### config.mk
export PLATFORM = sky130hd
export DESIGN_NAME = slo_engine
export DESIGN_NICKNAME = d
export VERILOG_FILES = /design/src/slo_pkg.sv /design/src/slo_engine.sv
export VERILOG_INCLUDE_DIRS = /design/src
export SDC_FILE = /design/constraint.sdc
export NUM_CORES = 2
export LEC_CHECK = 0
export CAP_MARGIN = 30
export CELL_PAD_IN_SITES_DETAIL_PLACEMENT = 0
export CELL_PAD_IN_SITES_GLOBAL_PLACEMENT = 1
export CORE_MARGIN = 4
export CORE_UTILIZATION = 45
export DETAILED_ROUTE_END_ITERATION = 8
export DONT_BUFFER_PORTS = 1
export PLACE_DENSITY = 0.72
export SLEW_MARGIN = 20
export SYNTH_ARGS = -nofsm -noshare
export SYNTH_HDL_FRONTEND = slang
export SYNTH_SLANG_ARGS = --single-unit
### constraint.sdc
create_clock -name MCLK_I -period 20.5 [get_ports MCLK_I]
set_input_delay 1.025 -clock MCLK_I [delete_from_list [all_inputs] [get_ports MCLK_I]]
set_output_delay 1.025 -clock MCLK_I [all_outputs]
set_load 0.03 [all_outputs]
### src/slo_map.svh
// constants for the synthetic loss and delay oam endpoint engine
`ifndef SLO_MAP_SVH
`define SLO_MAP_SVH

// ----------------------------------------------------------------
// reset values
// ----------------------------------------------------------------
`define SLO_CNT_RST      32'h0000_0000
`define SLO_FLAG_RST     1'b0
`define SLO_PEER_RST     8'h00

// ----------------------------------------------------------------
// pdu field values, counter steps, buffer depth and last domain code
// ----------------------------------------------------------------
`define SLO_CNT_STEP     32'h0000_0001
`define SLO_TLV_OFS_EXT  8'h14
`define SLO_END_TLV      8'h00
`define SLO_BUF_DEPTH    2'h2
`define SLO_BUF_ONE      2'h1
`define SLO_DOM_LAST     2'h2

`endif

### src/slo_pkg.sv
// types shared by the synthetic loss and delay oam endpoint engine
package slo_pkg;

  // ----------------------------------------------------------------
  // pdu kinds seen by a lookup
  // ----------------------------------------------------------------
  typedef enum logic [2:0] {
    SLO_PDU_OTHER = 3'h0,
    SLO_PDU_SLM   = 3'h1,
    SLO_PDU_SLR   = 3'h2,
    SLO_PDU_SL1   = 3'h3,
    SLO_PDU_DMM   = 3'h4,
    SLO_PDU_DMR   = 3'h5,
    SLO_PDU_DM1   = 3'h6
  } slo_pdu_e;

  typedef logic [31:0] slo_cnt_t;
  typedef logic [63:0] slo_ts_t;
  typedef logic [12:0] slo_mepid_t;
  typedef logic [1:0]  slo_dom_t;

  // lookup request from the switch pipeline
  typedef struct packed {
    slo_pdu_e   kind;     // pdu type
    logic       rx;       // 1: rx lookup, 0: tx lookup
    logic       pdu_ok;   // pdu passed validation
    logic [2:0] peer;     // synthetic_peer_index
    logic       up_ep;    // up-endpoint lookup
    logic [2:0] port;     // front port
  } slo_req_s;

  // lookup answer: counts, field writes and frame actions
  typedef struct packed {
    slo_pdu_e   kind;
    logic       rx;
    logic [2:0] peer;
    logic       count_oam;   // bump oam pdu tx/rx counter
    logic       count_flm;   // include in frame loss counters
    logic       wr_fwd_tx;   // write forward tx count field
    slo_cnt_t   fwd_tx;
    logic       wr_bwd_tx;   // write backward tx count field
    slo_cnt_t   bwd_tx;
    logic       wr_rsp_id;   // overwrite responder endpoint id
    slo_mepid_t rsp_id;
    logic       ins_rx;      // insert rx count after backward tx
    logic       wr_rsvd;     // write rx count into reserved field
    slo_cnt_t   rx_cnt;
    logic [7:0] tlv_ofs;     // new tlv offset when ins_rx
    logic [7:0] end_tlv;     // appended end tlv when ins_rx
    logic       wr_ts;       // write timestamp field
    slo_ts_t    ts;
    slo_dom_t   ts_dom;
    logic       loop;        // inject reply toward the peer
    logic       extract;     // copy to cpu
  } slo_rsp_s;

endpackage : slo_pkg

### src/slo_engine.sv
// synthetic loss and delay measurement oam endpoint engine
`timescale 1ns/10ps
`include "slo_map.svh"

// Overview of operation
// - hw processing off: loss pdus pass unmodified, still counted
// - oam count: slm by request enable, slr and 1sl by reply
// - valid slm and slr always count in frame loss counters
// - tx slm writes synthetic count to forward field, then bumps it
// - rx slm sets request flag
// - loopback turns each valid rx slm into injected slr
// - request copy extracts every valid rx slm
// - tx slr writes peer tx loss count to backward field
// - tx slr responder id set to local endpoint id
// - rx slr sets reply flag
// - insert enable sets tlv offset 20 and adds 32-bit rx count
// - extended slr gets zero end tlv after inserted count
// - peer rx loss count bumps only after sampling
// - per-peer extraction of rx slr and 1sl, optionally hit-me-once
// - reply copy extracts every valid rx slr or 1sl
// - tx 1sl writes synthetic count to forward field, then bumps it
// - rx 1sl sets flag, writes peer rx count to reserved field, bumps
// - one delay type per endpoint, shared counters; pdus pick it
// - external stamping keeps loop and extract, leaves stamps alone
// - up-endpoint tx stamps at analyzer, rx at rewriter
// - stamp in port's domain, one of three, set per port for analyzer and rewriter
// - dmm and dmr modified only under their own enables
// - slm processing by request hw enable, slr and 1sl by reply
module slo_engine #(
  parameter int NUM_PEERS = 8,   // synthetic peer list length
  parameter int NUM_PORTS = 8    // front ports with a domain setting
) (
  input  wire  logic                         MCLK_I,                     // core clock, 125 MHz
  input  wire  logic                         RST_N_I,                    // synchronous reset, active low
  input  wire  logic                         CE_I,                       // clock enable, freezes all state
  input  wire  logic                         REQ_VALID_I,                // lookup request valid
  output logic                               REQ_READY_O,                // engine can take a request
  input  wire  slo_pkg::slo_req_s            REQ_I,                      // lookup request
  output logic                               RSP_VALID_O,                // answer valid
  input  wire  logic                         RSP_READY_I,                // pipeline takes answer
  output slo_pkg::slo_rsp_s                  RSP_O,                      // lookup answer
  input  wire  logic                         LOSS_REQUEST_HW_EN_I,       // slm hardware processing
  input  wire  logic                         LOSS_REPLY_HW_EN_I,         // slr and 1sl hardware processing
  input  wire  logic                         DELAY_REQUEST_HW_EN_I,      // dmm hardware processing
  input  wire  logic                         DELAY_REPLY_HW_EN_I,        // dmr hardware processing
  input  wire  logic                         DELAY_ONE_WAY_HW_EN_I,      // 1dm hardware processing
  input  wire  logic                         LOSS_REQUEST_OAM_COUNT_EN_I,// slm oam counting
  input  wire  logic                         LOSS_REPLY_OAM_COUNT_EN_I,  // slr and 1sl oam counting
  input  wire  logic                         LOSS_REQUEST_LOOPBACK_EN_I, // loop rx slm as slr
  input  wire  logic                         LOSS_REQUEST_CPU_COPY_EN_I, // copy all rx slm
  input  wire  logic                         LOSS_REPLY_CPU_COPY_EN_I,   // copy all rx slr and 1sl
  input  wire  logic                         RX_COUNT_INSERT_EN_I,       // extend rx slr with rx count
  input  wire  logic [NUM_PEERS-1:0]         PER_PEER_EXTRACT_SEL_I,     // per-peer rx extraction
  input  wire  logic                         EXTRACT_ONCE_EN_I,          // hit-me-once extraction
  input  wire  logic [NUM_PEERS-1:0]         EXTRACT_REARM_I,            // pulse, rearm hit-me-once per peer
  input  wire  logic                         EXTERNAL_TIMESTAMP_SEL_I,   // phy stamps delay pdus
  input  wire  slo_pkg::slo_mepid_t          LOCAL_ENDPOINT_ID_I,        // local endpoint id
  input  wire  slo_pkg::slo_dom_t [NUM_PORTS-1:0] ANA_DOMAIN_SEL_I,      // analyzer modifier domains
  input  wire  slo_pkg::slo_dom_t [NUM_PORTS-1:0] REW_DOMAIN_SEL_I,      // rewriter modifier domains
  input  wire  slo_pkg::slo_ts_t  [2:0]      DOMAIN_TIME_I,              // time of each domain
  input  wire  logic                         FLAG_CLEAR_I,               // pulse, clear receive flags
  output logic                               LOSS_REQUEST_RX_FLAG_O,     // sticky rx slm seen
  output logic                               LOSS_REPLY_RX_FLAG_O,       // sticky rx slr seen
  output logic                               ONE_WAY_LOSS_RX_FLAG_O,     // sticky rx 1sl seen
  output slo_pkg::slo_cnt_t                  SYNTHETIC_TX_FRAME_COUNT_O, // synthetic tx frame count
  output slo_pkg::slo_cnt_t                  DELAY_TX_COUNT_O,           // shared dm tx pdu count
  output slo_pkg::slo_cnt_t                  DELAY_RX_COUNT_O            // shared dm rx pdu count
);
  import slo_pkg::*;

  // ----------------------------------------------------------------
  // state
  // ----------------------------------------------------------------
  slo_cnt_t   tx_loss [NUM_PEERS];   // per-peer tx loss counters
  slo_cnt_t   rx_loss [NUM_PEERS];   // per-peer rx loss counters
  slo_rsp_s   buf_q   [2];           // entry 0 is the head
  logic [1:0] fill;
  logic [NUM_PEERS-1:0] once_done;   // hit-me-once already taken

  // ----------------------------------------------------------------
  // decode of the request
  // ----------------------------------------------------------------
  wire       take    = REQ_VALID_I & REQ_READY_O;
  wire       pop     = RSP_VALID_O & RSP_READY_I;
  wire       ok      = REQ_I.pdu_ok;
  wire       is_rx   = REQ_I.rx;
  wire       is_slm  = ok & (REQ_I.kind == SLO_PDU_SLM);
  wire       is_slr  = ok & (REQ_I.kind == SLO_PDU_SLR);
  wire       is_sl1  = ok & (REQ_I.kind == SLO_PDU_SL1);
  wire       is_dmm  = ok & (REQ_I.kind == SLO_PDU_DMM);
  wire       is_dmr  = ok & (REQ_I.kind == SLO_PDU_DMR);
  wire       is_dm1  = ok & (REQ_I.kind == SLO_PDU_DM1);
  wire [2:0] peer    = REQ_I.peer;
  wire       peer_ok = 32'(peer) < NUM_PEERS;

  // hardware enables gate field writes, loop, per-peer extraction and the synthetic count; other counts run regardless
  wire hw_req = LOSS_REQUEST_HW_EN_I;
  wire hw_rep = LOSS_REPLY_HW_EN_I;

  // per-kind lookup events
  wire tx_slm = take & is_slm & ~is_rx;
  wire rx_slm = take & is_slm & is_rx;
  wire tx_slr = take & is_slr & ~is_rx;
  wire rx_slr = take & is_slr & is_rx;
  wire tx_sl1 = take & is_sl1 & ~is_rx;
  wire rx_sl1 = take & is_sl1 & is_rx;

  // ----------------------------------------------------------------
  // counter samples: read before the same-cycle increment lands
  // ----------------------------------------------------------------
  wire slo_cnt_t tx_sample = peer_ok ? tx_loss[peer] : `SLO_CNT_RST;
  wire slo_cnt_t rx_sample = peer_ok ? rx_loss[peer] : `SLO_CNT_RST;

  // ----------------------------------------------------------------
  // timestamp domain selection
  // ----------------------------------------------------------------
  // a domain code past the last domain falls back to domain 0
  function automatic slo_dom_t dom_fix(input slo_dom_t d);
    dom_fix = (d > `SLO_DOM_LAST) ? slo_dom_t'(0) : d;
  endfunction : dom_fix

  // up-endpoints: tx stamps at analyzer modifier, rx at rewriter modifier
  wire      use_ana = REQ_I.up_ep ? ~is_rx : is_rx;
  wire      port_ok = 32'(REQ_I.port) < NUM_PORTS;
  wire slo_dom_t ana_dom = port_ok ? dom_fix(ANA_DOMAIN_SEL_I[REQ_I.port]) : slo_dom_t'(0);
  wire slo_dom_t rew_dom = port_ok ? dom_fix(REW_DOMAIN_SEL_I[REQ_I.port]) : slo_dom_t'(0);
  wire slo_dom_t ts_dom  = use_ana ? ana_dom : rew_dom;
  wire slo_ts_t  ts_now  = DOMAIN_TIME_I[ts_dom];

  // delay stamp needs its enable and internal stamping
  wire dm_hw   = (is_dmm & DELAY_REQUEST_HW_EN_I) | (is_dmr & DELAY_REPLY_HW_EN_I)
               | (is_dm1 & DELAY_ONE_WAY_HW_EN_I);
  wire dm_loop = is_dmm & is_rx & DELAY_REQUEST_HW_EN_I;

  // ----------------------------------------------------------------
  // extraction to cpu
  // ----------------------------------------------------------------
  wire peer_sel  = peer_ok & PER_PEER_EXTRACT_SEL_I[peer];
  wire once_ok   = ~EXTRACT_ONCE_EN_I | ~(peer_ok & once_done[peer]);
  wire peer_ext  = (is_slr | is_sl1) & is_rx & peer_sel & once_ok;
  wire all_ext_q = is_slm & is_rx & LOSS_REQUEST_CPU_COPY_EN_I;
  wire all_ext_p = (is_slr | is_sl1) & is_rx & LOSS_REPLY_CPU_COPY_EN_I;

  // ----------------------------------------------------------------
  // answer build
  // ----------------------------------------------------------------
  slo_rsp_s next_rsp;
  always_comb begin
    next_rsp         = '0;
    next_rsp.kind    = REQ_I.kind;
    next_rsp.rx      = is_rx;
    next_rsp.peer    = peer;
    next_rsp.ts_dom  = ts_dom;
    next_rsp.tlv_ofs = `SLO_TLV_OFS_EXT;
    next_rsp.end_tlv = `SLO_END_TLV;
    // oam counting follows the request or reply count enable
    next_rsp.count_oam = (is_slm & LOSS_REQUEST_OAM_COUNT_EN_I)
                       | ((is_slr | is_sl1) & LOSS_REPLY_OAM_COUNT_EN_I);
    next_rsp.count_flm = is_slm | is_slr;
    // forward tx count for tx slm and tx 1sl
    next_rsp.wr_fwd_tx = ~is_rx & ((is_slm & hw_req) | (is_sl1 & hw_rep));
    next_rsp.fwd_tx    = SYNTHETIC_TX_FRAME_COUNT_O;
    // tx slr: backward count and responder id
    next_rsp.wr_bwd_tx = ~is_rx & is_slr & hw_rep;
    next_rsp.bwd_tx    = tx_sample;
    next_rsp.wr_rsp_id = ~is_rx & is_slr & hw_rep;
    next_rsp.rsp_id    = LOCAL_ENDPOINT_ID_I;
    // rx slr extension carries the count before this pdu
    next_rsp.ins_rx  = is_rx & is_slr & hw_rep & RX_COUNT_INSERT_EN_I;
    next_rsp.wr_rsvd = is_rx & is_sl1 & hw_rep;
    next_rsp.rx_cnt  = rx_sample;
    // timestamp fields left alone under external stamping
    next_rsp.wr_ts = dm_hw & ~EXTERNAL_TIMESTAMP_SEL_I;
    next_rsp.ts    = ts_now;
    // loopback works with internal or external stamping alike
    next_rsp.loop    = (is_slm & is_rx & hw_req & LOSS_REQUEST_LOOPBACK_EN_I) | dm_loop;
    next_rsp.extract = all_ext_q | all_ext_p | (peer_ext & hw_rep);
  end

  // ----------------------------------------------------------------
  // synthetic tx frame count
  // ----------------------------------------------------------------
  // field takes the old value; bump follows
  wire      syn_bump = (tx_slm & hw_req) | (tx_sl1 & hw_rep);
  slo_cnt_t next_syn;
  assign next_syn = syn_bump ? SYNTHETIC_TX_FRAME_COUNT_O + `SLO_CNT_STEP
                             : SYNTHETIC_TX_FRAME_COUNT_O;

  always_ff @(posedge MCLK_I) begin
    if (!RST_N_I) begin
      SYNTHETIC_TX_FRAME_COUNT_O <= `SLO_CNT_RST;
    end else if (CE_I) begin
      SYNTHETIC_TX_FRAME_COUNT_O <= next_syn;
    end
  end

  // ----------------------------------------------------------------
  // per-peer loss counters
  // ----------------------------------------------------------------
  // answer holds the old value; bump lands after sampling
  for (genvar p = 0; p < NUM_PEERS; p++) begin : g_peer
    wire hit     = peer_ok & (32'(peer) == p);
    wire tx_bump = hit & tx_slr;
    wire rx_bump = hit & (rx_slr | rx_sl1);
    wire set_hmo = hit & take & peer_ext & hw_rep & EXTRACT_ONCE_EN_I;

    always_ff @(posedge MCLK_I) begin
      if (!RST_N_I) begin
        tx_loss[p]   <= `SLO_CNT_RST;
        rx_loss[p]   <= `SLO_CNT_RST;
        once_done[p] <= `SLO_FLAG_RST;
      end else if (CE_I) begin
        if (tx_bump) begin
          tx_loss[p] <= tx_loss[p] + `SLO_CNT_STEP;
        end
        if (rx_bump) begin
          rx_loss[p] <= rx_loss[p] + `SLO_CNT_STEP;
        end
        // a new hit beats a rearm in the same cycle
        once_done[p] <= set_hmo | (once_done[p] & ~EXTRACT_REARM_I[p]);
      end
    end
  end

  // ----------------------------------------------------------------
  // shared delay counters
  // ----------------------------------------------------------------
  // both delay types share these counters; the pdus pick one
  wire dm_tx = take & ~is_rx & (is_dmm | is_dm1);
  wire dm_rx = take & is_rx & (is_dmr | is_dm1);

  always_ff @(posedge MCLK_I) begin
    if (!RST_N_I) begin
      DELAY_TX_COUNT_O <= `SLO_CNT_RST;
      DELAY_RX_COUNT_O <= `SLO_CNT_RST;
    end else if (CE_I) begin
      if (dm_tx) begin
        DELAY_TX_COUNT_O <= DELAY_TX_COUNT_O + `SLO_CNT_STEP;
      end
      if (dm_rx) begin
        DELAY_RX_COUNT_O <= DELAY_RX_COUNT_O + `SLO_CNT_STEP;
      end
    end
  end

  // ----------------------------------------------------------------
  // receive flags
  // ----------------------------------------------------------------
  // set beats clear so no pdu is lost
  always_ff @(posedge MCLK_I) begin
    if (!RST_N_I) begin
      LOSS_REQUEST_RX_FLAG_O <= `SLO_FLAG_RST;
      LOSS_REPLY_RX_FLAG_O   <= `SLO_FLAG_RST;
      ONE_WAY_LOSS_RX_FLAG_O <= `SLO_FLAG_RST;
    end else if (CE_I) begin
      LOSS_REQUEST_RX_FLAG_O <= rx_slm | (LOSS_REQUEST_RX_FLAG_O & ~FLAG_CLEAR_I);
      LOSS_REPLY_RX_FLAG_O   <= rx_slr | (LOSS_REPLY_RX_FLAG_O & ~FLAG_CLEAR_I);
      ONE_WAY_LOSS_RX_FLAG_O <= rx_sl1 | (ONE_WAY_LOSS_RX_FLAG_O & ~FLAG_CLEAR_I);
    end
  end

  // ----------------------------------------------------------------
  // two-entry answer buffer
  // ----------------------------------------------------------------
  // head in entry 0 keeps the answer a plain flop; a stall drops ready, not an answer
  logic [1:0] next_fill;
  wire  [1:0] fill_pop = pop ? fill - `SLO_BUF_ONE : fill;
  assign next_fill = take ? fill_pop + `SLO_BUF_ONE : fill_pop;
  wire        push_hd  = take & (fill_pop == 2'h0);
  wire        push_b1  = take & (fill_pop == `SLO_BUF_ONE);

  always_ff @(posedge MCLK_I) begin
    if (!RST_N_I) begin
      fill        <= 2'h0;
      buf_q[0]    <= '0;
      buf_q[1]    <= '0;
      REQ_READY_O <= 1'b1;
      RSP_VALID_O <= 1'b0;
    end else if (CE_I) begin
      fill        <= next_fill;
      REQ_READY_O <= next_fill < `SLO_BUF_DEPTH;
      RSP_VALID_O <= next_fill != 2'h0;
      if (push_hd) begin
        buf_q[0] <= next_rsp;
      end else if (pop) begin
        buf_q[0] <= buf_q[1];
      end
      if (push_b1) begin
        buf_q[1] <= next_rsp;
      end
    end
  end

  assign RSP_O = buf_q[0];

endmodule : slo_engine

; Word level (Yosys, flattened, before mapping)
; Memories as Yosys holds them, arrays and structs flattened.
; Cells that the tools add are included.
[op_classes]
addsub = 21
order_cmp = 6
n_eq_ne = 14
n_mux = 113
bitwise_logic = 168
n_reduce_logical = 6
[ops]
columns = cell, n
row1 = $mux 208, 3
row2 = $add 32x1->32 const B, 19
row3 = $mux 32, 16
row4 = $bmux 64 s2, 1
row5 = $and 1x1->1, 111
row6 = $mux 1, 81
row7 = $mux 64, 1
row8 = $or 1x1->1, 44
row9 = $eq 3x3->1 const B, 7
row10 = $mux 2, 7
row11 = $not 1->1, 13
row12 = $bmux 2 s3, 2
row13 = $eq 3x2->1 const B, 4
row14 = $lt 3x4->1 const B, 2
row15 = $bmux 1 s3, 2
row16 = $eq 3x1->1 const B, 2
row17 = $reduce_and 2->1, 3
row18 = $gt 2x2->1 const B, 2
row19 = $logic_not 3->1, 1
row20 = $lt 2x3->1 const B, 1
row21 = $add 2x1->2 const B, 1
row22 = $eq 2x1->1 const B, 1
row23 = $logic_not 2->1, 1
row24 = $lt 2x2->1 const B, 1
row25 = other kinds (2), 2
[word_totals]
ff_bits = 111
ramBits = 928
out_inout_bits = 309
word_cells = 348
memories = 3
[memory_table]
columns = memory, words, width, read_ports, rd_ports_with_merged_regs, write_ports, line
row1 = buf_q, 2, 208, 2, 0, 2, slo_engine.sv:76  ; slo_rsp_s buf_q [2];
row2 = rx_loss, 8, 32, 9, 0, 8, slo_engine.sv:75  ; slo_cnt_t rx_loss [NUM_PEERS];
row3 = tx_loss, 8, 32, 9, 0, 8, slo_engine.sv:74  ; slo_cnt_t tx_loss [NUM_PEERS];

; Logic depth before layout (Yosys ltp)
[logic_depth]
depth_word = 11
mapped_depth = 12
ltp_nobuf = 10

; Least setup slack after synthesis
; Ideal clock, no wire load.
[synth_timing]
kind = input -> register
start = in RSP_READY_I
end = mem buf_q[0][208] (netlist name), enable pin
arrival_ps = 15135
setup_slack_ps = 4353
stages = 6
path_cell_list = nand2_1 nor2_1 xnor2_1 ha_1 inv_1 o21ai_0
[synth_lines]
columns = item, line
row1 = from (decl), slo_engine.sv:40  ; input wire logic RSP_READY_I,
row2 = to (decl), slo_engine.sv:76

==> key figures <==
Clock network
  • Post-CTS Resized: 0
  • Clock Tree Buf Depth: 3
  • Clk slew on worst S/H paths: 60 ps
  • CTS sink cnt: 1007
  • TritonCTS clock tree: yes
  • Number of H-tree levels: 3
  • Clk_lat worst skew: 720 ps
  • Hold_buf cts: 0
  • Post-CTS Setup Inserts: 0
  • Root Driver: clkbuf_16
  • Total CTS buffers: 113

STA
  • Worst slew pin tran: 1030 ps
  • Layout Skew: 25.6 ps
  • Final hold vios: 0
  • Tmin final: 4500 ps
  • Total negative setup slack: 0 ps
  • Setup ws final: 16000 ps
  • Final Max Slew Viols: 0
  • Fin crit share: 21.9%
  • Unrepaired setup endpoints after global routing: false
  • # setup viols final: 0
  • Max Freq: 222 MHz
  • Max_slew headroom: 30.9%

Yosys
  • Synth Instances: 4848
  • Synthesis Warnings: 0
  • Ys async rst share: 0%
  • Post-Syn Area: 0.0538 sq mm
  • Yosys cell types: 59
  • Synth Register Bits: 1007
  • Mean Syn Cell Area: 11.1 sq um
  • Dominant synthesized flop cell: edfxtp_1
  • EDFF count, synth: 896
  • Sequential-to-total area share from yosys stat: 54.1%

Detailed routing
  • Routed via count divided by cell count: 5.80
  • DRC: 0
  • First drt pass iteration count: 6
  • WL/cell: 25.2 microns
  • Starting DRC count in detailed routing: 3591
  • Post-route ant nets: 0
  • DR vias: 36300
  • WL final: 158000 microns

Floorplan
  • Core ar.: 0.118 sq mm
  • Chip height: 354 microns
  • Die Wd: 354 microns
  • Die Area: 0.125 sq mm
  • Row Count: 126
  • Number of I/O pins: 593
  • Initial core utilization: 45.5%

Worst setup path
  • Worst r2r src: RSP_VALID_O$_SDFFE_PN0P_
  • Critical Path RT: 20930 ps
  • Crit path kind: reg2reg
  • Critical Path End Type: flop
  • Crit start category: flop
  • Worst R2R Setup Slack: 16000 ps
  • Max FO, Critical Path: 71
  • CP Launch Point: RSP_VALID_O$_SDFFE_PN0P_
  • Worst endpoint data arrival time: 4930 ps

Global route
  • Largest net degree at the start of global routing: 145
  • Total GRT Usage: 24.3%
  • First-pass GRT wire length: 232000 microns
  • GRT overflow: 0
  • Antenna violations before repair: 12
  • Vias in the first global route: 34400

Layout
  • Number of nets in the layout: 4866
  • Most common cell after layout, fill and taps aside: edfxtp_1
  • Share of post-route cells with drive strength above 1: 8.98%
  • Most frequent cells in the layout: edfxtp_1, nor2_1, nand2_1, xor2_1, nand3_1
  • Layout area overhead: 7.37%
  • Multi-input logic area: 0.0220 sq mm
  • # fillers: 10600
  • Storage cell area: 0.0291 sq mm
  • Final Util: 48.8%

Placement
  • Placer Congestion: 0.856
  • HPWL Detailed: 110000 microns
  • Worst slack, placed: 15610 ps
  • IO Port Bufs: 0

Pwr
  • Max VDD drop: 0.0000757 V
  • P per Cell Area: 86.5 mW/mm^2
  • Power Total: 0.00500 W
  • Leak pwr: 18.9 nW

Min path
  • Hold_sp: CE_I
  • Min-Delay Path Class: in2reg

Status
  • Result of the run: finished clean

Job
  • Max-cap violation count: 0
==> sequential cells by signal, indices dropped and copies added, names as in the netlist <==
register	flops
tx_loss	256
LOSS_REQUEST_RX_FLAG_O	1
LOSS_REPLY_RX_FLAG_O	1
SYNTHETIC_TX_FRAME_COUNT_O	32
ONE_WAY_LOSS_RX_FLAG_O	1
DELAY_RX_COUNT_O	32
fill	2
RSP_VALID_O	1
once_done	8
buf_q	384
REQ_READY_O	1
rx_loss	256
DELAY_TX_COUNT_O	32
==> critical path, stage by stage, from the launching register on <==
cell and delay, ps:
dfxtp_1 530, nand2_1 300, xor2_1 320, inv_1 100
ha_1 220, nor2_1 90, o21ai_1 110, nand3_4 200
buf_4 620, buf_4 690, buf_4 730, a21oi_1 110
==> power by group <==
group | leakage (nW) | switching (W) | internal [W]
sequential | 10.2 | 0.000189 | 0.00236
combinational | 6.88 | 0.000231 | 0.000118
clock | 1.84 | 0.000884 | 0.00121
total | 18.9 | 0.00130 | 0.00369
==> synth_stat cells (all sizes together) (44+ instances only) <==
library cell | n | area, sq um
inv | 50 | 188
nand2 | 371 | 1390
and2 | 71 | 444
o21ai | 190 | 951
mux2i | 141 | 1410
buf | 291 | 2070
xnor2 | 204 | 1790
nor2 | 806 | 3030
nor3 | 76 | 395
dfxtp | 111 | 2220
mux4 | 136 | 3060
a21oi | 171 | 856
a32oi | 65 | 569
xor2 | 334 | 2930
and4 | 56 | 490
a211oi | 66 | 495
nand3 | 210 | 1050
nor4 | 44 | 305
and3 | 106 | 663
edfxtp | 896 | 26900
clkbuf | 194 | 728
nand4 | 132 | 826
or3 | 50 | 313
==> path summary, 6_finish.rpt <==
path | depth (start not counted) | end
worst max-delay path | 11 | buf_q[0][174]$_SDFFCE_PN0P_
worst max register to register | 11 | buf_q[0][174]$_SDFFCE_PN0P_
worst min-delay path | 1 | RSP_VALID_O$_SDFFE_PN0P_
worst min register to register | 1 | once_done[7]$_SDFFE_PN0P_
==> routing by layer <==
metal  global-route usage [%]  share of wire, %
met1                     31.5                40
met4                     9.28               3.8
met5                        0             0.023
met3                     5.25               7.5
met2                     40.1                48
==> through the flow <==
stage / hold WS, ps / cell area, sq um / std cells
after floorplan: 463 / 53900 / 4861
after global routing: 390 / 57800 / 6263
final: 424 / 57800 / 6265
after detailed placement: 477 / 53900 / 6042
after CTS: 371 / 57700 / 6253
after global placement: 475 / 53700 / 6035
==> area by class of cell <==
class	count	share of cell area (%)
diodes	8	0.0346
clock buffers	137	5.12
clock inverters	74	1.49
inverters	50	0.333
multi-input cells	3319	38.0
flip-flops and latches	1007	50.4
well taps	1600	3.46
repair buffers	70	1.13
==> kinds of logic after synthesis <==
kind of cell | synth area share [%]
buf+inv | 5.54
flops | 54.1
mux | 8.40
other cells | 0.00697
simple gates | 17.0
compound gates | 5.71
fa+ha+maj | 0.488
xor+xnor | 8.76
(Power assumes the default switching activity.)
